`src/hdl/ptf_pkg.sv`:
```
package ptf_pkg;
  // Register byte offsets
  localparam logic [4:0] OFF_CTRL = 5'h00;
  localparam logic [4:0] OFF_CMD = 5'h04;
  localparam logic [4:0] OFF_OPER = 5'h08;
  localparam logic [4:0] OFF_STATUS = 5'h0C;
  localparam logic [4:0] OFF_RESULT = 5'h10;
  localparam logic [4:0] OFF_EXC = 5'h14;
  localparam logic [4:0] OFF_ADDR = 5'h18;
  localparam logic [4:0] OFF_TASK = 5'h1C;
  // Command codes (CMD register bits 3:0)
  localparam logic [3:0] CMD_NONE = 4'h0;
  localparam logic [3:0] CMD_EXC = 4'h1;
  localparam logic [3:0] CMD_JMP_TASK = 4'h2;
  localparam logic [3:0] CMD_CALL_TASK = 4'h3;
  localparam logic [3:0] CMD_INT_GATE = 4'h4;
  localparam logic [3:0] CMD_INTERRUPT_RETURN_OP = 4'h5;
  localparam logic [3:0] CMD_COPROC = 4'h6;
  localparam logic [3:0] CMD_ADJUST_REQUEST_PRIV = 4'h7;
  localparam logic [3:0] CMD_VERIFY_READABLE = 4'h8;
  localparam logic [3:0] CMD_VERIFY_WRITABLE = 4'h9;
  localparam logic [3:0] CMD_LSL = 4'hA;
  localparam logic [3:0] CMD_LAR = 4'hB;
  localparam logic [3:0] CMD_STACK_ALL = 4'hC;
  localparam logic [3:0] CMD_LOAD_MSW = 4'hD;
  localparam logic [3:0] CMD_LOAD_CS = 4'hE;
  localparam logic [3:0] CMD_NMI = 4'hF;
  // Exception vectors
  localparam logic [7:0] VEC_NONE = 8'hFF;
  localparam logic [7:0] VEC_COPROC = 8'h07;
  localparam logic [7:0] VEC_DOUBLE = 8'h08;
  localparam logic [7:0] VEC_NOT_PRESENT = 8'h0B;
  localparam logic [7:0] VEC_STACK = 8'h0C;
  localparam logic [7:0] VEC_GP = 8'h0D;
  // Flag and status word bit positions
  localparam int NT_BIT = 14;
  localparam int PE_BIT = 0;
  localparam int MP_BIT = 1;
  localparam int TS_BIT = 3;
  // Descriptor types for task state segments
  localparam logic [3:0] TYPE_TSS_IDLE = 4'h1;
  localparam logic [3:0] TYPE_TSS_BUSY = 4'h3;
  // Reset values and minimum task state segment limit
  localparam logic [15:0] RESET_CS = 16'hF000;
  localparam logic [15:0] RESET_IP = 16'hFFF0;
  localparam logic [15:0] TSS_MIN_LIMIT = 16'h002B;
  // Operand field positions in the OPER register
  localparam int OP_SEL_LO = 0;
  localparam int OP_AUX_LO = 16;
  // Command register flag bits
  localparam int CB_PRESENT = 4;
  localparam int CB_IS_SS = 5;
  localparam int CB_READABLE = 6;
  localparam int CB_WRITABLE = 7;
  localparam int CB_PRIV_OK = 8;
  localparam int CB_HAS_CODE = 9;
  localparam int CB_OVERRUN = 10;
  localparam int CB_PREFIX_LO = 12;
  localparam int CB_BUSY = 11;
  localparam int CB_DESC_LO = 16;
  localparam int CB_LIMIT_OK = 24;
  localparam int CB_VEC_LO = 24;
endpackage

```
`src/hdl/ptf_ptr_test.sv`:
```
`timescale 1ns/1ps
module ptf_ptr_test (
  // Operation
  input wire logic [3:0] op,
  input wire logic [15:0] sel,
  input wire logic [15:0] aux,
  input wire logic readable,
  input wire logic writable,
  input wire logic priv_ok,
  input wire logic type_ok,
  input wire logic [7:0] access_rights,
  input wire logic [15:0] limit,
  // Answer
  output logic [15:0] result,
  output logic zero_flag
);
  function automatic logic [1:0] max_priv(input logic [1:0] a,
                                          input logic [1:0] b);
    max_priv = (a > b) ? a : b;
  endfunction

  always_comb begin
    result = sel;
    zero_flag = 1'b0;
    unique case (op)
      ptf_pkg::CMD_ADJUST_REQUEST_PRIV: begin
        result = {sel[15:2], max_priv(sel[1:0], aux[1:0])};
        zero_flag = (aux[1:0] > sel[1:0]);
      end
      ptf_pkg::CMD_VERIFY_READABLE: zero_flag = readable;
      ptf_pkg::CMD_VERIFY_WRITABLE: zero_flag = writable;
      ptf_pkg::CMD_LSL: begin
        zero_flag = priv_ok && type_ok;
        result = zero_flag ? limit : aux;
      end
      ptf_pkg::CMD_LAR: begin
        zero_flag = priv_ok;
        result = zero_flag ? {access_rights, 8'h00} : aux;
      end
      default: begin
        result = sel;
        zero_flag = 1'b0;
      end
    endcase
  end
endmodule

```
`src/hdl/ptf_addr_force.sv`:
```
`timescale 1ns/1ps
module ptf_addr_force (
  // Clock and reset
  input wire logic ref_clk,
  input wire logic rst,
  // Control
  input wire logic cs_reload,
  input wire logic code_ref,
  input wire logic real_mode,
  // Answer
  output logic [3:0] upper_addr
);
  typedef struct packed {
    logic cs_changed;
    logic [3:0] upper;
  } ptf_af_t;
  ptf_af_t st;
  ptf_af_t next_st;

  always_comb begin
    next_st = st;
    if (cs_reload) begin
      next_st.cs_changed = 1'b1;
    end
    if (real_mode && code_ref && !next_st.cs_changed) begin
      next_st.upper = 4'hF;
    end else begin
      next_st.upper = 4'h0;
    end
  end

  always_ff @(posedge ref_clk) begin
    if (rst) begin
      st <= '0;
    end else begin
      st <= next_st;
    end
  end
  assign upper_addr = st.upper;
endmodule

```
`src/hdl/ptf_unit.sv`:
```
// The placing of the registers and the Avalon-MM slave port are this design's own decisions.
`timescale 1ns/1ps
module ptf_unit (
  // Clock and reset
  input wire logic ref_clk,
  input wire logic rst,
  // Avalon-MM slave
  input wire logic [4:0] avs_address,
  input wire logic avs_read,
  input wire logic avs_write,
  input wire logic [31:0] avs_writedata,
  input wire logic [3:0] avs_byteenable,
  output logic [31:0] avs_readdata,
  output logic avs_waitrequest,
  // Code fetch reference for address forcing
  input wire logic code_ref,
  // Bus status outputs
  output logic [3:0] upper_addr,
  output logic halt_cycle,
  output logic shutdown_address_bit
);
  typedef enum logic [1:0] {ST_IDLE, ST_EXEC, ST_DONE} ptf_state_t;

  typedef struct packed {
    ptf_state_t state;
    logic [31:0] cmd;
    logic [31:0] oper;
    logic [15:0] flags;
    logic [15:0] machine_status_word;
    logic [15:0] task_register;
    logic [15:0] back_link;
    logic [3:0] new_type;
    logic [3:0] old_type;
    logic [15:0] result;
    logic [7:0] vector;
    logic [15:0] error_code;
    logic [15:0] stack_pointer;
    logic [15:0] cs;
    logic [15:0] instruction_pointer;
    logic zero_flag;
    logic in_exception;
    logic in_double;
    logic shutdown;
    logic restartable;
    logic cs_reload;
    logic [31:0] rdata;
    logic ack;
  } ptf_st_t;

  ptf_st_t st;
  ptf_st_t next_st;

  logic [3:0] op;
  logic [15:0] pt_result;
  logic pt_zero;
  logic is_ss;
  logic has_code;
  logic [15:0] sel;
  logic [15:0] aux;
  logic [31:0] ctrl_wr;
  logic [31:0] sp_wr;

  assign op = st.cmd[3:0];
  assign sel = st.oper[ptf_pkg::OP_SEL_LO +: 16];
  assign aux = st.oper[ptf_pkg::OP_AUX_LO +: 16];
  assign is_ss = st.cmd[ptf_pkg::CB_IS_SS];
  assign has_code = st.cmd[ptf_pkg::CB_HAS_CODE];

  ptf_ptr_test u_ptr (
    .op(op),
    .sel(sel),
    .aux(aux),
    .readable(st.cmd[ptf_pkg::CB_READABLE]),
    .writable(st.cmd[ptf_pkg::CB_WRITABLE]),
    .priv_ok(st.cmd[ptf_pkg::CB_PRIV_OK]),
    .type_ok(st.cmd[ptf_pkg::CB_LIMIT_OK]),
    .access_rights(st.cmd[ptf_pkg::CB_DESC_LO +: 8]),
    .limit(aux),
    .result(pt_result),
    .zero_flag(pt_zero)
  );

  ptf_addr_force u_force (
    .ref_clk(ref_clk),
    .rst(rst),
    .cs_reload(st.cs_reload),
    .code_ref(code_ref),
    .real_mode(!st.machine_status_word[ptf_pkg::PE_BIT]),
    .upper_addr(upper_addr)
  );

  // Merge a 32-bit write under byte enables
  function automatic logic [31:0] merge(input logic [31:0] old,
                                        input logic [31:0] wd,
                                        input logic [3:0] be);
    logic [31:0] m;
    m = old;
    for (int i = 0; i < 4; i++) begin
      if (be[i]) begin
        m[i*8 +: 8] = wd[i*8 +: 8];
      end
    end
    merge = m;
  endfunction

  // Byte-lane merged write images of the control and address words
  assign ctrl_wr = merge({st.flags, st.machine_status_word}, avs_writedata,
    avs_byteenable);
  assign sp_wr = merge({st.stack_pointer, 16'h0000}, avs_writedata,
    avs_byteenable);

  // Raise an exception, escalating to double fault and shutdown
  function automatic ptf_st_t raise(input ptf_st_t s,
                                    input logic [7:0] vec,
                                    input logic [15:0] code,
                                    input logic restart);
    ptf_st_t r;
    r = s;
    if (s.in_double) begin
      r.shutdown = 1'b1;
      r.vector = ptf_pkg::VEC_NONE;
    end else if (s.in_exception) begin
      r.in_double = 1'b1;
      r.vector = ptf_pkg::VEC_DOUBLE;
      r.error_code = 16'h0000;
      r.restartable = 1'b0;
    end else begin
      r.in_exception = 1'b1;
      r.vector = vec;
      r.error_code = code;
      r.restartable = restart;
    end
    r.flags[ptf_pkg::NT_BIT] = 1'b0;
    raise = r;
  endfunction

  always_comb begin
    next_st = st;
    next_st.ack = 1'b0;
    next_st.cs_reload = 1'b0;
    // Register access, answered one cycle after the request is seen
    if ((avs_read || avs_write) && !st.ack) begin
      next_st.ack = 1'b1;
      next_st.rdata = 32'h00000000;
      if (avs_read) begin
        unique case (avs_address)
          ptf_pkg::OFF_CTRL: next_st.rdata = {st.flags, st.machine_status_word};
          ptf_pkg::OFF_CMD: next_st.rdata = st.cmd;
          ptf_pkg::OFF_OPER: next_st.rdata = st.oper;
          ptf_pkg::OFF_STATUS: next_st.rdata = {26'h0000000, st.restartable,
            st.zero_flag, st.shutdown, st.in_double, st.in_exception,
            st.state != ST_IDLE};
          ptf_pkg::OFF_RESULT: next_st.rdata = {st.back_link, st.result};
          ptf_pkg::OFF_EXC: next_st.rdata = {8'h00, st.vector,
                                             st.error_code};
          ptf_pkg::OFF_ADDR: next_st.rdata = {st.cs, st.instruction_pointer};
          ptf_pkg::OFF_TASK: next_st.rdata = {st.new_type, st.old_type,
            8'h00, st.task_register};
          default: next_st.rdata = 32'h00000000;
        endcase
      end else begin
        unique case (avs_address)
          ptf_pkg::OFF_CTRL: begin
            next_st.flags = ctrl_wr[31:16];
            next_st.machine_status_word = ctrl_wr[15:0];
          end
          ptf_pkg::OFF_CMD: begin
            next_st.cmd = merge(st.cmd, avs_writedata, avs_byteenable);
            next_st.state = ST_EXEC;
          end
          ptf_pkg::OFF_OPER: next_st.oper = merge(st.oper, avs_writedata,
                                                  avs_byteenable);
          ptf_pkg::OFF_ADDR: begin
            next_st.stack_pointer = sp_wr[31:16];
          end
          default: begin
          end
        endcase
      end
    end
    // Command execution; shutdown only lets NMI through
    if (st.state == ST_EXEC) begin
      next_st.state = ST_DONE;
      next_st.zero_flag = 1'b0;
      if (st.shutdown) begin
        if (op == ptf_pkg::CMD_NMI) begin
          next_st.shutdown = 1'b0;
          next_st.in_exception = 1'b0;
          next_st.in_double = 1'b0;
        end
      end else begin
        unique case (op)
          ptf_pkg::CMD_EXC: begin
            // Raise first so the saved return address is not lost
            if (!st.cmd[ptf_pkg::CB_PRESENT]) begin
              next_st = raise(next_st, is_ss ? ptf_pkg::VEC_STACK
                : ptf_pkg::VEC_NOT_PRESENT, sel, 1'b1);
            end else begin
              next_st = raise(next_st, st.cmd[ptf_pkg::CB_VEC_LO +: 8],
                              has_code ? sel : 16'h0000, 1'b1);
            end
            if (st.cmd[ptf_pkg::CB_OVERRUN]) begin
              next_st.instruction_pointer = aux;
            end else begin
              next_st.instruction_pointer = aux -
                16'(st.cmd[ptf_pkg::CB_PREFIX_LO +: 4]);
            end
          end
          ptf_pkg::CMD_JMP_TASK, ptf_pkg::CMD_CALL_TASK,
          ptf_pkg::CMD_INT_GATE: begin
            if (st.cmd[ptf_pkg::CB_BUSY]) begin
              next_st = raise(next_st, ptf_pkg::VEC_GP, sel, 1'b0);
              next_st.state = ST_DONE;
            end else begin
              next_st.back_link = st.task_register;
              next_st.task_register = sel;
              next_st.new_type = ptf_pkg::TYPE_TSS_BUSY;
              next_st.old_type = (op == ptf_pkg::CMD_JMP_TASK)
                ? ptf_pkg::TYPE_TSS_IDLE : ptf_pkg::TYPE_TSS_BUSY;
              next_st.flags[ptf_pkg::NT_BIT] =
                (op != ptf_pkg::CMD_JMP_TASK);
              next_st.machine_status_word[ptf_pkg::TS_BIT] = 1'b1;
              next_st.in_exception = 1'b0;
            end
          end
          ptf_pkg::CMD_INTERRUPT_RETURN_OP: begin
            if (st.flags[ptf_pkg::NT_BIT]) begin
              next_st.task_register = st.back_link;
              next_st.back_link = st.task_register;
              next_st.old_type = ptf_pkg::TYPE_TSS_IDLE;
              next_st.machine_status_word[ptf_pkg::TS_BIT] = 1'b1;
            end
            next_st.flags = aux;
            next_st.in_exception = 1'b0;
          end
          ptf_pkg::CMD_COPROC: begin
            if (st.machine_status_word[ptf_pkg::TS_BIT] &&
                st.machine_status_word[ptf_pkg::MP_BIT]) begin
              next_st = raise(next_st, ptf_pkg::VEC_COPROC, 16'h0000,
                              1'b1);
              next_st.state = ST_DONE;
            end
          end
          ptf_pkg::CMD_ADJUST_REQUEST_PRIV, ptf_pkg::CMD_VERIFY_READABLE, ptf_pkg::CMD_VERIFY_WRITABLE,
          ptf_pkg::CMD_LSL, ptf_pkg::CMD_LAR: begin
            next_st.result = pt_result;
            next_st.zero_flag = pt_zero;
          end
          ptf_pkg::CMD_STACK_ALL: begin
            if (st.cmd[ptf_pkg::CB_OVERRUN]) begin
              next_st = raise(next_st, ptf_pkg::VEC_STACK, 16'h0000,
                              1'b0);
              next_st.state = ST_DONE;
            end
          end
          ptf_pkg::CMD_LOAD_MSW: begin
            // Protection enable cannot be cleared by this command, only by reset or a write to OFF_CTRL
            next_st.machine_status_word = aux |
              {15'h0000, st.machine_status_word[ptf_pkg::PE_BIT]};
          end
          ptf_pkg::CMD_LOAD_CS: begin
            next_st.cs = sel;
            next_st.cs_reload = 1'b1;
          end
          default: begin
          end
        endcase
      end
    end else if (st.state == ST_DONE) begin
      next_st.state = ST_IDLE;
    end
  end

  always_ff @(posedge ref_clk) begin
    if (rst) begin
      st <= '0;
      st.cs <= ptf_pkg::RESET_CS;
      st.instruction_pointer <= ptf_pkg::RESET_IP;
      st.vector <= ptf_pkg::VEC_NONE;
      st.state <= ST_IDLE;
    end else begin
      st <= next_st;
    end
  end

  assign avs_readdata = st.rdata;
  assign avs_waitrequest = (avs_read || avs_write) && !st.ack;
  assign halt_cycle = st.shutdown;
  assign shutdown_address_bit = 1'b0;
endmodule

```
`config.mk`:
```
export PLATFORM = sky130hd
export DESIGN_NAME = ptf_unit
export DESIGN_NICKNAME = d
export VERILOG_FILES = /design/src/hdl/ptf_pkg.sv /design/src/hdl/ptf_ptr_test.sv /design/src/hdl/ptf_addr_force.sv /design/src/hdl/ptf_unit.sv
export SDC_FILE = /design/constraint.sdc
export NUM_CORES = 1
export LEC_CHECK = 0
export BUFFER_PORTS_ARGS = -buffer_cell sky130_fd_sc_hd__buf_2
export CORE_MARGIN = 2
export CORE_UTILIZATION = 25
export CTS_BUF_LIST = sky130_fd_sc_hd__clkbuf_16
export DETAILED_ROUTE_END_ITERATION = 8
export GPL_TIMING_DRIVEN = 0
export PLACE_DENSITY = 0.46
export SETUP_SLACK_MARGIN = 0.15
export SYNTH_ARGS = -nofsm -noshare
export SYNTH_HDL_FRONTEND = slang
export SYNTH_HIERARCHICAL = 1
export SYNTH_SLANG_ARGS = --single-unit
```
`constraint.sdc`:
```
create_clock -name ref_clk -period 2 [get_ports ref_clk]
set_input_delay 0 -clock ref_clk [delete_from_list [all_inputs] [get_ports ref_clk]]
set_output_delay 0 -clock ref_clk [all_outputs]
set_load 0.005 [all_outputs]
```
Word level (Yosys, flattened, before mapping)
Index checks and enable logic that the tools add are counted.
- output and inout port bits: 39
- register bits: 270
- input bits: 46
- equal/unequal tests: 39
- bitwise logic cells: 8
- reduce and logical (&&, ||, !) cells: 30
- $lt $le $gt $ge: 2
- $add $sub $neg: 1
- muxes and demuxes: 91
- operators by type and width (cell ; number):
    $mux 198 ; 2
    $pmux 32 s8 ; 1
    $pmux 16 s5 ; 3
    $mux 199 ; 1
    $mux 98 ; 2
    $mux 16 ; 11
    $mux 161 ; 1
    $pmux 32 s5 ; 1
    $pmux 40 s4 ; 1
    $mux 8 ; 19
    $pmux 33 s4 ; 1
    $mux 32 ; 4
    $mux 111 ; 1
    $mux 73 ; 1
    $pmux 16 s4 ; 1
    $mux 19 ; 3
    $pmux 12 s4 ; 1
    $pmux 16 s3 ; 1
    $mux 40 ; 1
    $mux 37 ; 1
    $mux 35 ; 1
    $mux 34 ; 1
    $mux 33 ; 1
    $eq 4x4->1 const B ; 8
    45 further kinds ; 103

Logic depth before layout (Yosys ltp)
Gate-level depths: netlist of the first run.
- depth in word-level cells: 8
- gate-level depth with buffers: 9

Modules after synthesis
The synthesis of the first run kept the hierarchy.
- by module, submodules not included (module ; area each (um2) ; seq. area each (um2) ; times used ; cells an instance):
    ptf_unit ; 11507.3 ; 4884.7 ; 1 ; 1289
    ptf_ptr_test ; 750.7 ; 0.0 ; 1 ; 118
    ptf_addr_force ; 87.6 ; 40.0 ; 1 ; 9

Least setup slack after synthesis of the first run
Ideal clock, no wire load.
- path kind: reg2reg
- start: register st, in the netlist aux[0]
- end: register st[53] (netlist name)
- library setup time: 0.133 ns
- cell stages (with the launch flop): 10
- path buffers: 0
- path slack: -0.215 ns
- data required time: 1.867 ns
- arrival time: 2.082 ns
- period minus slack after synthesis: 2.215 ns
- path through: dfxtp_1 inv_1 ha_1 inv_1 fa_1 a21o_1 a2111o_1 nor4_1 xnor2_1 a21oi_1
- longest elaborated chain between the ends: 3
- RTL lines (what ; line ; RTL):
    from (decl) ; ptf_unit.sv:50 ; ptf_st_t st;
    from (signal assigned) ; ptf_unit.sv:282 ; st <= next_st;
    $sub 16x4->16 ; ptf_unit.sv:205 ; next_st.instruction_pointer = aux -
    $mux 16 ; ptf_unit.sv:202 ; if (st.cmd[ptf_pkg::CB_OVERRUN]) begin
    $pmux 16 s4 ; ptf_unit.sv:192 ; unique case (op)
Every way passes these cells.
A chain may end at the register's enable or synchronous reset.

Worst setup path after layout of the first run
Same ends and word-level chain as after synthesis.

==> flow_summary.json, run 1 <==
{
  "status": "finished, violations left",
  "violations": "negative setup slack",
  "ys_ff_latch": 246,
  "layout_common_cells": "dfxtp_1, nor2_1, buf_4",
  "synth.avg_cell_area_um2": 8.72,
  "syn_nets": 1473,
  "hold_viol_final": 0,
  "track_usage_pct": 22.4,
  "area_growth_pct": 45.4,
  "nets": 1754,
  "max_freq_mhz": 458,
  "ys_types": 85,
  "cp.arrival_ns": 2.65,
  "grt_pass1_vias": 12000,
  "end_kind": "register",
  "vias": 12700,
  "antenna_found_initial": 0,
  "seq_area_um2": 4980,
  "clk_pin_slew_ns": 0.06,
  "htree_num_levels": 1,
  "p_total_mw": 11.0,
  "ir_worst_vdd_mv": 0.619,
  "setup_viol": 67,
  "yosysSeqAreaShare_pct": 39.9,
  "grt-ovfl-total": 0,
  "crit_path_top_delay_cell": "a2111o_1",
  "hp-class": "primary input to register",
  "worstPathCellList": "inv_4, ha_4, inv_2, fa_2, a21o_1, a2111o_1, nor4_2, xnor2_1, a21oi_1",
  "cts-buffers-inserted": 30,
  "netlist_area_um2": 12300,
  "synthFlopType": "dfxtp_1",
  "synth_edf_count": 0,
  "fillers": 5027,
  "dp_hpwl_mm": 42.7,
  "placementRows": 81,
  "dieArea_um2": 51200,
  "cts.sinks": 246,
  "rsz0062_at_grt": "true",
  "core_um2": 48800,
  "crit_required_ns": 2.47,
  "power.density_nw_per_um2": 615,
  "ios": 85,
  "antenna_cells": 0,
  "slew_headroom_pct": 24.0,
  "drive_gt1_share_pct": 33.1,
  "synth_cells": 1416,
  "insertion_delay_ns": 0.58,
  "port_buffers": 78,
  "path_depth": 9,
  "instances_no_fill": 2384,
  "drt_first_pass_iters": 7,
  "hold_depth": 4,
  "min_period_ns": 2.18,
  "multiInputGateArea_um2": 7560,
  "wl_mm": 59.1,
  "gp_congestion": 0.954,
  "wire_per_inst_um": 24.8,
  "final_common_cell": "dfxtp_1",
  "place_inst": 2159,
  "drtIter0Drc": 1364,
  "yosysWarnings": 6,
  "critPathTopFamily": "compound AO/OA/AOI/OAI gates",
  "worst_slack_ns": -0.184,
  "whs_ns": 0.0475,
  "cp_max_fo": 4,
  "crit_path_max_incr_delay_ns": 0.47,
  "maxSlewViolCount": 0,
  "async_reset_ff_share_pct": 0,
  "grt_pass1_wl_mm": 83.5,
  "start_kind": "register",
  "drtAntennaViolNets": 0,
  "post-route-util_pct": 36.7,
  "critical_path_buf_inv_count": 2,
  "timing.final.crit_share_pct": 109,
  "tightest_slew_ns": 1.14,
  "r2r_cells": 9,
  "dieWidth_um": 226,
  "cts-root-buf": "clkbuf_16",
  "p_leak_nw": 6.71,
  "via_per_inst": 5.31,
  "skew_ns": 0.0100,
  "criticalPathCategory": "register to register",
  "drc": 0,
  "initial_core_util_pct": 25.3,
  "die_h_um": 226,
  "cts_buffer_depth": 3,
  "grt_max_degree": 16,
  "drv_cap": 0,
  "cts_tree": "built"
}
final cells by class:
| class | count | share of cell area [%] |
|---|---|---|
| clock inverters | 25 | 1.27 |
| plain buffers | 156 | 6.99 |
| repair buffers | 249 | 12.6 |
| inverters | 23 | 0.495 |
| flip-flops and latches | 246 | 27.7 |
| clock buffers | 30 | 4.18 |
| multi-input cells | 991 | 42.1 |
| well taps | 664 | 4.63 |
routing by layer:
metal  GRT usage (%)  wire length, um  up-vias
met5               0                0        -
met4            7.72             2760        0
met3            3.83             4820      120
met2            34.9            25800      625
met1            31.1            25800     6192
li1                -                -     5724
cells in the mapped netlist (all sizes together), types with 11 or more instances:
| cell type | number | area [um^2] |
|---|---|---|
| a222oi | 18 | 180 |
| nand2b | 11 | 68.8 |
| nor2 | 164 | 628 |
| a221oi | 14 | 129 |
| nand2 | 96 | 360 |
| mux2i | 123 | 1230 |
| a21o | 12 | 90.1 |
| nand3b | 12 | 93.8 |
| inv | 23 | 86.3 |
| xnor2 | 11 | 96.3 |
| a211oi | 52 | 395 |
| clkbuf | 78 | 294 |
| a21oi | 93 | 465 |
| nor2b | 12 | 75.1 |
| dfxtp | 246 | 4920 |
| buf | 78 | 523 |
| nand3 | 52 | 265 |
| o21ai | 73 | 369 |
| and3 | 19 | 119 |
| a22oi | 43 | 323 |
| nor3 | 18 | 140 |
| a22o | 43 | 377 |
worst paths after layout:
| kind | from | to | slack (ns) |
|---|---|---|---|
| setup / recovery | aux[0]$_SDFFE_PP0P_ | st[53]$_SDFFE_PP1P_ | -0.18 |
| hold / removal | rst | st[34]$_SDFFE_PP0P_ | 0.05 |
| setup reg to reg | aux[0]$_SDFFE_PP0P_ | st[53]$_SDFFE_PP1P_ | -0.18 |
| hold reg to reg | u_force/st[4]$_SDFF_PP0_ | u_force/st[4]$_SDFF_PP0_ | 0.45 |
flip-flops by register name (all words and copies together) (netlist names):
| register | flops |
|---|---|
| st | 173 |
| avs_readdata | 32 |
| aux | 16 |
| sel | 16 |
| op | 4 |
| halt_cycle | 1 |
| has_code | 1 |
| is_ss | 1 |
| u_force/st | 1 |
| u_force/upper_addr | 1 |
where the power goes:
part / internal [mW] / switching [mW] / total (mW)
logic: 0.210 / 0.413 / 0.624
clock network: 3.22 / 2.29 / 5.51
registers: 4.89 / 0.0103 / 4.90
total: 8.33 / 2.71 / 11.0
logic make-up after synthesis:
family                   Yosys count  synth area share (%)
XOR/XNOR                          14                 0.993
buffers and inverters            179                  7.32
AO/OA/AOI/OAI                    399                  22.5
multiplexers                     126                  10.4
AND/OR/NAND/NOR                  440                  17.7
flip-flops                       246                  39.9
adder cells (fa/ha/maj)           11                  1.18
other                              1                0.0304
per-stage QoR:
step	TNS, ns	area [um^2]	setup slack [ns]
4_1_cts	-1.65	16800	-0.212
5_1_grt	-9.23	17900	-0.286
6_report	-4.35	17900	-0.184
3_5_place_dp	-102.88	13800	-1.06
2_1_floorplan	-0.309	12500	-0.0796
3_3_place_gp	-144.59	13700	-1.43
worst reg2reg max path, stage by stage, from the launching register on:
cell      delay [ns]
dfxtp_4         0.38
inv_4           0.08
ha_4            0.13
inv_2           0.03
fa_2            0.34
a21o_1          0.18
a2111o_1        0.47
nor4_2          0.21
xnor2_1         0.16
a21oi_1         0.09
timing repair:
action	CTS	global route
gates resized for setup	215	202
pin swaps	51	70
setup endpoints to repair	240	180
buffers inserted	75	44
hold buffers	38	0
cloned	11	2
endpoints found under the hold margin	99	0
(Power assumes the default switching activity.)
==> run 2: changes to the inputs <==
--- a/config.mk
+++ b/config.mk
@@ -8,7 +8,6 @@
 export BUFFER_PORTS_ARGS = -buffer_cell sky130_fd_sc_hd__buf_2
 export CORE_MARGIN = 2
 export CORE_UTILIZATION = 25
-export CTS_BUF_LIST = sky130_fd_sc_hd__clkbuf_16
 export DETAILED_ROUTE_END_ITERATION = 8
 export GPL_TIMING_DRIVEN = 0
 export PLACE_DENSITY = 0.46
==> run 2 against run 1 <==
  * Die area unchanged
  * Clock skew increased by 0.0021 ns
  * Sequential cell count unchanged
  * Setup slack improved by 0.019 ns
  * The flow still finishes with violations (negative setup slack)
  * Sequential share of layout area increased by 0.096 points
  * Final area decreased by 0.45%
  * Critical path type unchanged
  * Clock power increased by 6.5%
  * Sequential power about the same
  * Critical path depth unchanged
  * Non-clock buffer count decreased by 8
  * Combinational power decreased by 1%
  * Via count increased by 0.12%
==> flow_summary.json, run 2 (same netlist as run 1, synthesis figures left out) <==
{
  "status": "finished, violations left",
  "violations": "negative setup slack",
  "port_buffers": 78,
  "p_total_mw": 11.4,
  "via_per_inst": 5.33,
  "criticalPathCategory": "register to register",
  "fillers": 5029,
  "cts-root-buf": "clkbuf_16",
  "area_growth_pct": 44.7,
  "drv_cap": 0,
  "p_leak_nw": 6.69,
  "end_kind": "register",
  "maxSlewViolCount": 0,
  "design_area_um2": 17900,
  "crit_path_top_delay_cell": "a2111o_1",
  "dieWidth_um": 226,
  "hold_viol_final": 0,
  "final_common_cell": "dfxtp_1",
  "gp_congestion": 0.954,
  "layout_common_cells": "dfxtp_1, nor2_1, mux2i_1",
  "drt_first_pass_iters": 6,
  "rr_startpoint": "aux[0]$_SDFFE_PP0P_",
  "hp-start": "rst",
  "cts-buffers-inserted": 30,
  "hold_end": "st[44]$_SDFFE_PP1P_",
  "skew_ns": 0.0121,
  "timing.final.crit_share_pct": 108,
  "vias": 12700,
  "crit_path_max_incr_delay_ns": 0.47,
  "grt_max_degree": 16,
  "slew_headroom_pct": 27.7,
  "multiInputGateArea_um2": 7440,
  "hold_depth": 5,
  "start_kind": "register",
  "regMostFlops": "st",
  "placementRows": 81,
  "tightest_slew_ns": 1.08,
  "htree_num_levels": 1,
  "wire_per_inst_um": 24.9,
  "place_area_um2": 13800,
  "cts_buffer_depth": 3,
  "ff2ff_setup_slack_ns": -0.16,
  "rsz0062_at_grt": "true",
  "clk_pin_slew_ns": 0.06,
  "grt_pass1_wl_mm": 83.8,
  "power.density_nw_per_um2": 638,
  "hp-class": "primary input to register",
  "drtAntennaViolNets": 0,
  "ios": 85,
  "min_period_ns": 2.16,
  "grt-ovfl-total": 0,
  "crit_required_ns": 2.47,
  "r2r_cells": 9,
  "core_um2": 48800,
  "cp.arrival_ns": 2.63,
  "timing.rr.end": "st[53]$_SDFFE_PP1P_",
  "grt_pass1_vias": 12000,
  "wl_mm": 59.3,
  "drc": 0,
  "max_freq_mhz": 462,
  "cts.sinks": 246,
  "largest_reg_flops": 173,
  "seq_area_um2": 4970,
  "die_h_um": 226,
  "worstPathCellList": "inv_4, ha_4, inv_2, fa_2, a21o_1, a2111o_1, nor4_2, xnor2_1, a21oi_1",
  "dp_hpwl_mm": 42.7,
  "insertion_delay_ns": 0.59,
  "nets": 1746,
  "cp_max_fo": 4,
  "worst_slack_ns": -0.164,
  "setup_viol": 77,
  "cts_tree": "built",
  "drtIter0Drc": 1513,
  "dieArea_um2": 51200,
  "drive_gt1_share_pct": 32.2,
  "initial_core_util_pct": 25.3,
  "ir_worst_vdd_mv": 0.619,
  "antenna_found_initial": 0,
  "track_usage_pct": 22.5
}
-- run 2: cell types whose count changed in the layout (fill, tap and decap cells not counted), sizes merged --
cell | before | now
clkbuf | 94 | 112
buf | 302 | 290
inv | 29 | 23
clkinv | 13 | 5
diode | 0 | 1
-- run 2: cell type report --
| type | instances | area share (%) |
|---|---|---|
| Clock buffer | 44 | 4.94 |
| Tap cell | 664 | 4.65 |
| Buffer | 156 | 6.97 |
| Clock inverter | 11 | 0.980 |
| Inverter | 23 | 0.497 |
| Timing Repair Buffer | 241 | 12.5 |
| Antenna cell | 1 | 0.0140 |
| Sequential cell | 246 | 27.8 |
| Multi-Input combinational cell | 991 | 41.6 |
-- run 2: worst max-delay path by stage --
stage                             start                             to  slack (ns)  cells past startpoint
global placement       st[0]$_SDFF_PP0_             st[181]$_SDFF_PP0_       -1.43                      5
global route        aux[0]$_SDFFE_PP0P_            st[53]$_SDFFE_PP1P_       -0.27                      9
detailed placement       avs_address[2]  avs_readdata[30]$_SDFFE_PP0N_       -1.06                      7
CTS                 aux[0]$_SDFFE_PP0P_            st[53]$_SDFFE_PP1P_       -0.21                      9
finish              aux[0]$_SDFFE_PP0P_            st[53]$_SDFFE_PP1P_       -0.16                      9
floorplan           aux[0]$_SDFFE_PP0P_            st[53]$_SDFFE_PP1P_       -0.08                      9
-- run 2: metal layers --
metal,GRT usage (%),wire length (um),vias to the layer above
li1,-,-,5713
met1,31.3,25800,6246
met2,35.4,26300,618
met3,3.59,4930,99
met4,7.43,2230,0
met5,0,0,-
-- run 2: report_power, final --
group | total (mW) | internal [mW] | leakage (nW) | switching (mW)
logic | 0.618 | 0.208 | 4.19 | 0.411
registers | 4.91 | 4.90 | 1.99 | 0.0102
clock network | 5.87 | 3.56 | 0.514 | 2.31
-- run 2: worst max-delay path, delay by kind of cell, from the launching register on --
family / cells / cell delay, ns
flops: 1 / 0.38
compound gates: 3 / 0.74
xor+xnor: 1 / 0.15
fa+ha+maj: 2 / 0.46
simple gates: 1 / 0.20
buf+inv: 2 / 0.11
-- run 2: per-stage QoR --
step           std cells  worst slack [ns]  hold slack, ns  util (%)  setup TNS (ns)
2_1_floorplan       1416           -0.0796          0.0724         -          -0.309
3_3_place_gp        2158             -1.43           0.281      28.1         -144.59
3_5_place_dp        2159             -1.06           0.285      28.2         -102.88
4_1_cts             2347            -0.211          0.0188      34.9           -1.83
5_1_grt             2376            -0.274          0.0708      36.6           -9.62
6_report            2377            -0.164          0.0549      36.6           -5.77
-- run 2: timing repair --
action / CTS / global route
cloned: 11 / 4
resized for setup: 228 / 154
pin swaps: 57 / 58
hold buffers: 38 / 0
setup endpoints to repair: 240 / 185
endpoints found under the hold margin: 99 / 0
buffers inserted: 84 / 25
==> run 3: changes to the inputs <==
--- a/config.mk
+++ b/config.mk
@@ -6,6 +6,7 @@
 export NUM_CORES = 1
 export LEC_CHECK = 0
 export BUFFER_PORTS_ARGS = -buffer_cell sky130_fd_sc_hd__buf_2
+export CORE_ASPECT_RATIO = 1.1
 export CORE_MARGIN = 2
 export CORE_UTILIZATION = 25
 export DETAILED_ROUTE_END_ITERATION = 8
==> run 3 against run 2 <==
  * The flow still finishes with violations (negative setup slack)
  * Sequential share of layout area is 0.31 points higher
  * Core utilization is 0.33 points lower
  * Non-clock buffer count is 20 lower
  * Maximum frequency is 0.78% lower
  * Count of clock-buffer cells in the layout is 9 lower
  * Critical path depth stayed put
  * Die area hardly changed
  * Critical path type unchanged
==> flow_summary.json, run 3 (same netlist as run 1, synthesis figures left out) <==
{
  "status": "finished, violations left",
  "violations": "negative setup slack",
  "wl_mm": 59.2,
  "power.density_nw_per_um2": 654,
  "final_common_cell": "dfxtp_1",
  "hold_end": "st[167]$_SDFF_PP0_",
  "dieArea_um2": 51200,
  "p_int_mw": 8.82,
  "drt_first_pass_iters": 8,
  "initial_core_util_pct": 25.3,
  "drtIter0Drc": 1138,
  "drive_gt1_share_pct": 31.6,
  "grt_max_degree": 15,
  "clk_pin_slew_ns": 0.07,
  "cts_buffer_depth": 3,
  "ff2ff_setup_slack_ns": -0.18,
  "ir_worst_vdd_mv": 0.613,
  "regMostFlops": "st",
  "grt_pass1_wl_mm": 83.2,
  "switching_power_mw": 2.75,
  "start_kind": "register",
  "cts.sinks": 246,
  "hold_depth": 5,
  "hp-class": "primary input to register",
  "max_freq_mhz": 458,
  "hp-start": "avs_address[3]",
  "dp_hpwl_mm": 43.0,
  "vias": 12500,
  "worstPathCellList": "inv_4, ha_4, inv_2, fa_2, a21o_1, a2111o_1, nor4_4, xnor2_1, a21oi_1",
  "crit_required_ns": 2.45,
  "maxSlewViolCount": 0,
  "timing.final.crit_share_pct": 109,
  "antenna_found_initial": 0,
  "ios": 85,
  "cts-root-buf": "clkbuf_16",
  "tightest_slew_ns": 1.01,
  "instances_no_fill": 2344,
  "timing.rr.end": "st[53]$_SDFFE_PP1P_",
  "criticalPathCategory": "register to register",
  "p_comb_share_pct": 5.5,
  "rsz0062_at_grt": "true",
  "area_growth_pct": 43.3,
  "largest_reg_flops": 173,
  "power_frac_seq_pct": 42.4,
  "layout_common_cells": "dfxtp_1, nor2_1, mux2i_1",
  "dp_slack_ns": -0.981,
  "grt-ovfl-total": 0,
  "worst_slack_ns": -0.181,
  "cp_max_fo": 4,
  "min_period_ns": 2.18,
  "insertion_delay_ns": 0.58,
  "cts-buffers-inserted": 29,
  "setup_viol": 59,
  "drv_cap": 0,
  "core_um2": 48800,
  "drtAntennaViolNets": 0,
  "placementRows": 85,
  "crit_path_max_incr_delay_ns": 0.48,
  "wire_per_inst_um": 25.3,
  "crit_path_top_delay_cell": "a2111o_1",
  "rr_startpoint": "aux[0]$_SDFFE_PP0P_",
  "port_buffers": 78,
  "track_usage_pct": 22.1,
  "end_kind": "register",
  "hold_viol_final": 0,
  "htree_num_levels": 1,
  "die_h_um": 237,
  "gp_congestion": 0.963,
  "drc": 0,
  "p_leak_nw": 6.63,
  "p_clk_share_pct": 52.1,
  "grt_pass1_vias": 12000,
  "via_per_inst": 5.33,
  "nets": 1726,
  "cts_tree": "built",
  "place_inst": 2148,
  "antenna_cells": 0,
  "cp.arrival_ns": 2.63,
  "switching_share_pct": 23.8,
  "skew_ns": 0.0193,
  "slew_headroom_pct": 32.7,
  "r2r_cells": 9,
  "dieWidth_um": 216
}
-- run 3: changes by cell type in the layout (fill, tap and decap cells not counted), moves of 3 or more --
cell       before  now
clkbuf_1       53   44
clkinv_2        3    9
buf_12         17   20
buf_4         103   87
nor2_4         18   14
nor2_1        131  137
clkbuf_8       10    6
clkbuf_4        0    7
buf_6          51   42
dfxtp_1       229  226
a21oi_1        79   76
bufinv_16       4    7
-- run 3: critical path, delay by kind of cell, from the launching register on --
family	cells	cell delay, ns
buffers and inverters	2	0.09
AO/OA/AOI/OAI	3	0.75
adder cells (fa/ha/maj)	2	0.46
XOR/XNOR	1	0.17
AND/OR/NAND/NOR	1	0.22
flip-flops	1	0.37
-- run 3: stage by stage --
step / setup TNS [ns] / area (um^2) / total power [mW] / utilization (%) / hold slack, ns
final: -4.32 / 17700 / 11.6 / 36.2 / 0.0196
after global routing: -7.46 / 17700 / 11.8 / 36.2 / 0.0372
after CTS: -1.07 / 16800 / 11.6 / 34.4 / 0.0627
after detailed placement: -88.73 / 13800 / 5.49 / 28.2 / 0.252
after global placement: -158.92 / 13700 / 5.49 / 28.1 / 0.244
after floorplan: -0.309 / 12500 / 5.22 / - / 0.0724
-- run 3: cell type report --
class | instances | area [um^2]
plain buffers | 155 | 1250
clock buffers | 35 | 788
clock inverters | 19 | 282
fillers | 4958 | 31100
inverters | 23 | 88.8
multi-input cells | 992 | 7440
flip-flops and latches | 246 | 4980
well taps | 652 | 816
repair buffers | 222 | 2050
-- run 3: worst max path at each step --
stage                              startpoint                             to  slack, ns  depth (start not counted)
after floorplan           aux[0]$_SDFFE_PP0P_            st[53]$_SDFFE_PP1P_      -0.08                          9
after global placement       st[0]$_SDFF_PP0_             st[190]$_SDFF_PP0_      -1.70                          5
after detailed placement       avs_address[2]  avs_readdata[31]$_SDFFE_PP0N_      -0.98                          7
after CTS                 aux[0]$_SDFFE_PP0P_            st[53]$_SDFFE_PP1P_      -0.20                          9
after global routing      aux[0]$_SDFFE_PP0P_            st[53]$_SDFFE_PP1P_      -0.23                          9
final                     aux[0]$_SDFFE_PP0P_            st[53]$_SDFFE_PP1P_      -0.18                          9
-- run 3: metal layers --
layer | track usage [%] | up-vias | routed length, um
met2 | 36.5 | 554 | 27500
li1 | - | 5677 | -
met3 | 3.34 | 117 | 4190
met4 | 11.3 | 0 | 3170
met5 | 0 | - | 0
met1 | 28.0 | 6154 | 24300
-- run 3: power by group through the flow --
stage	clock network, mW	registers (mW)	logic (mW)
after floorplan	0	5.02	0.206
after global placement	0	5.02	0.463
after detailed placement	0	5.02	0.467
after CTS	6.10	4.90	0.585
after global routing	6.28	4.90	0.657
final	6.03	4.90	0.634
-- run 3: timing repair --
action                     CTS  global route
setup endpoints to repair  239           185
pin swaps                   58            59
hold buffers                39             0
resized for setup          230           160
setup buffers               57            32
hold endpoints to repair   101             0
gates cloned                12             3
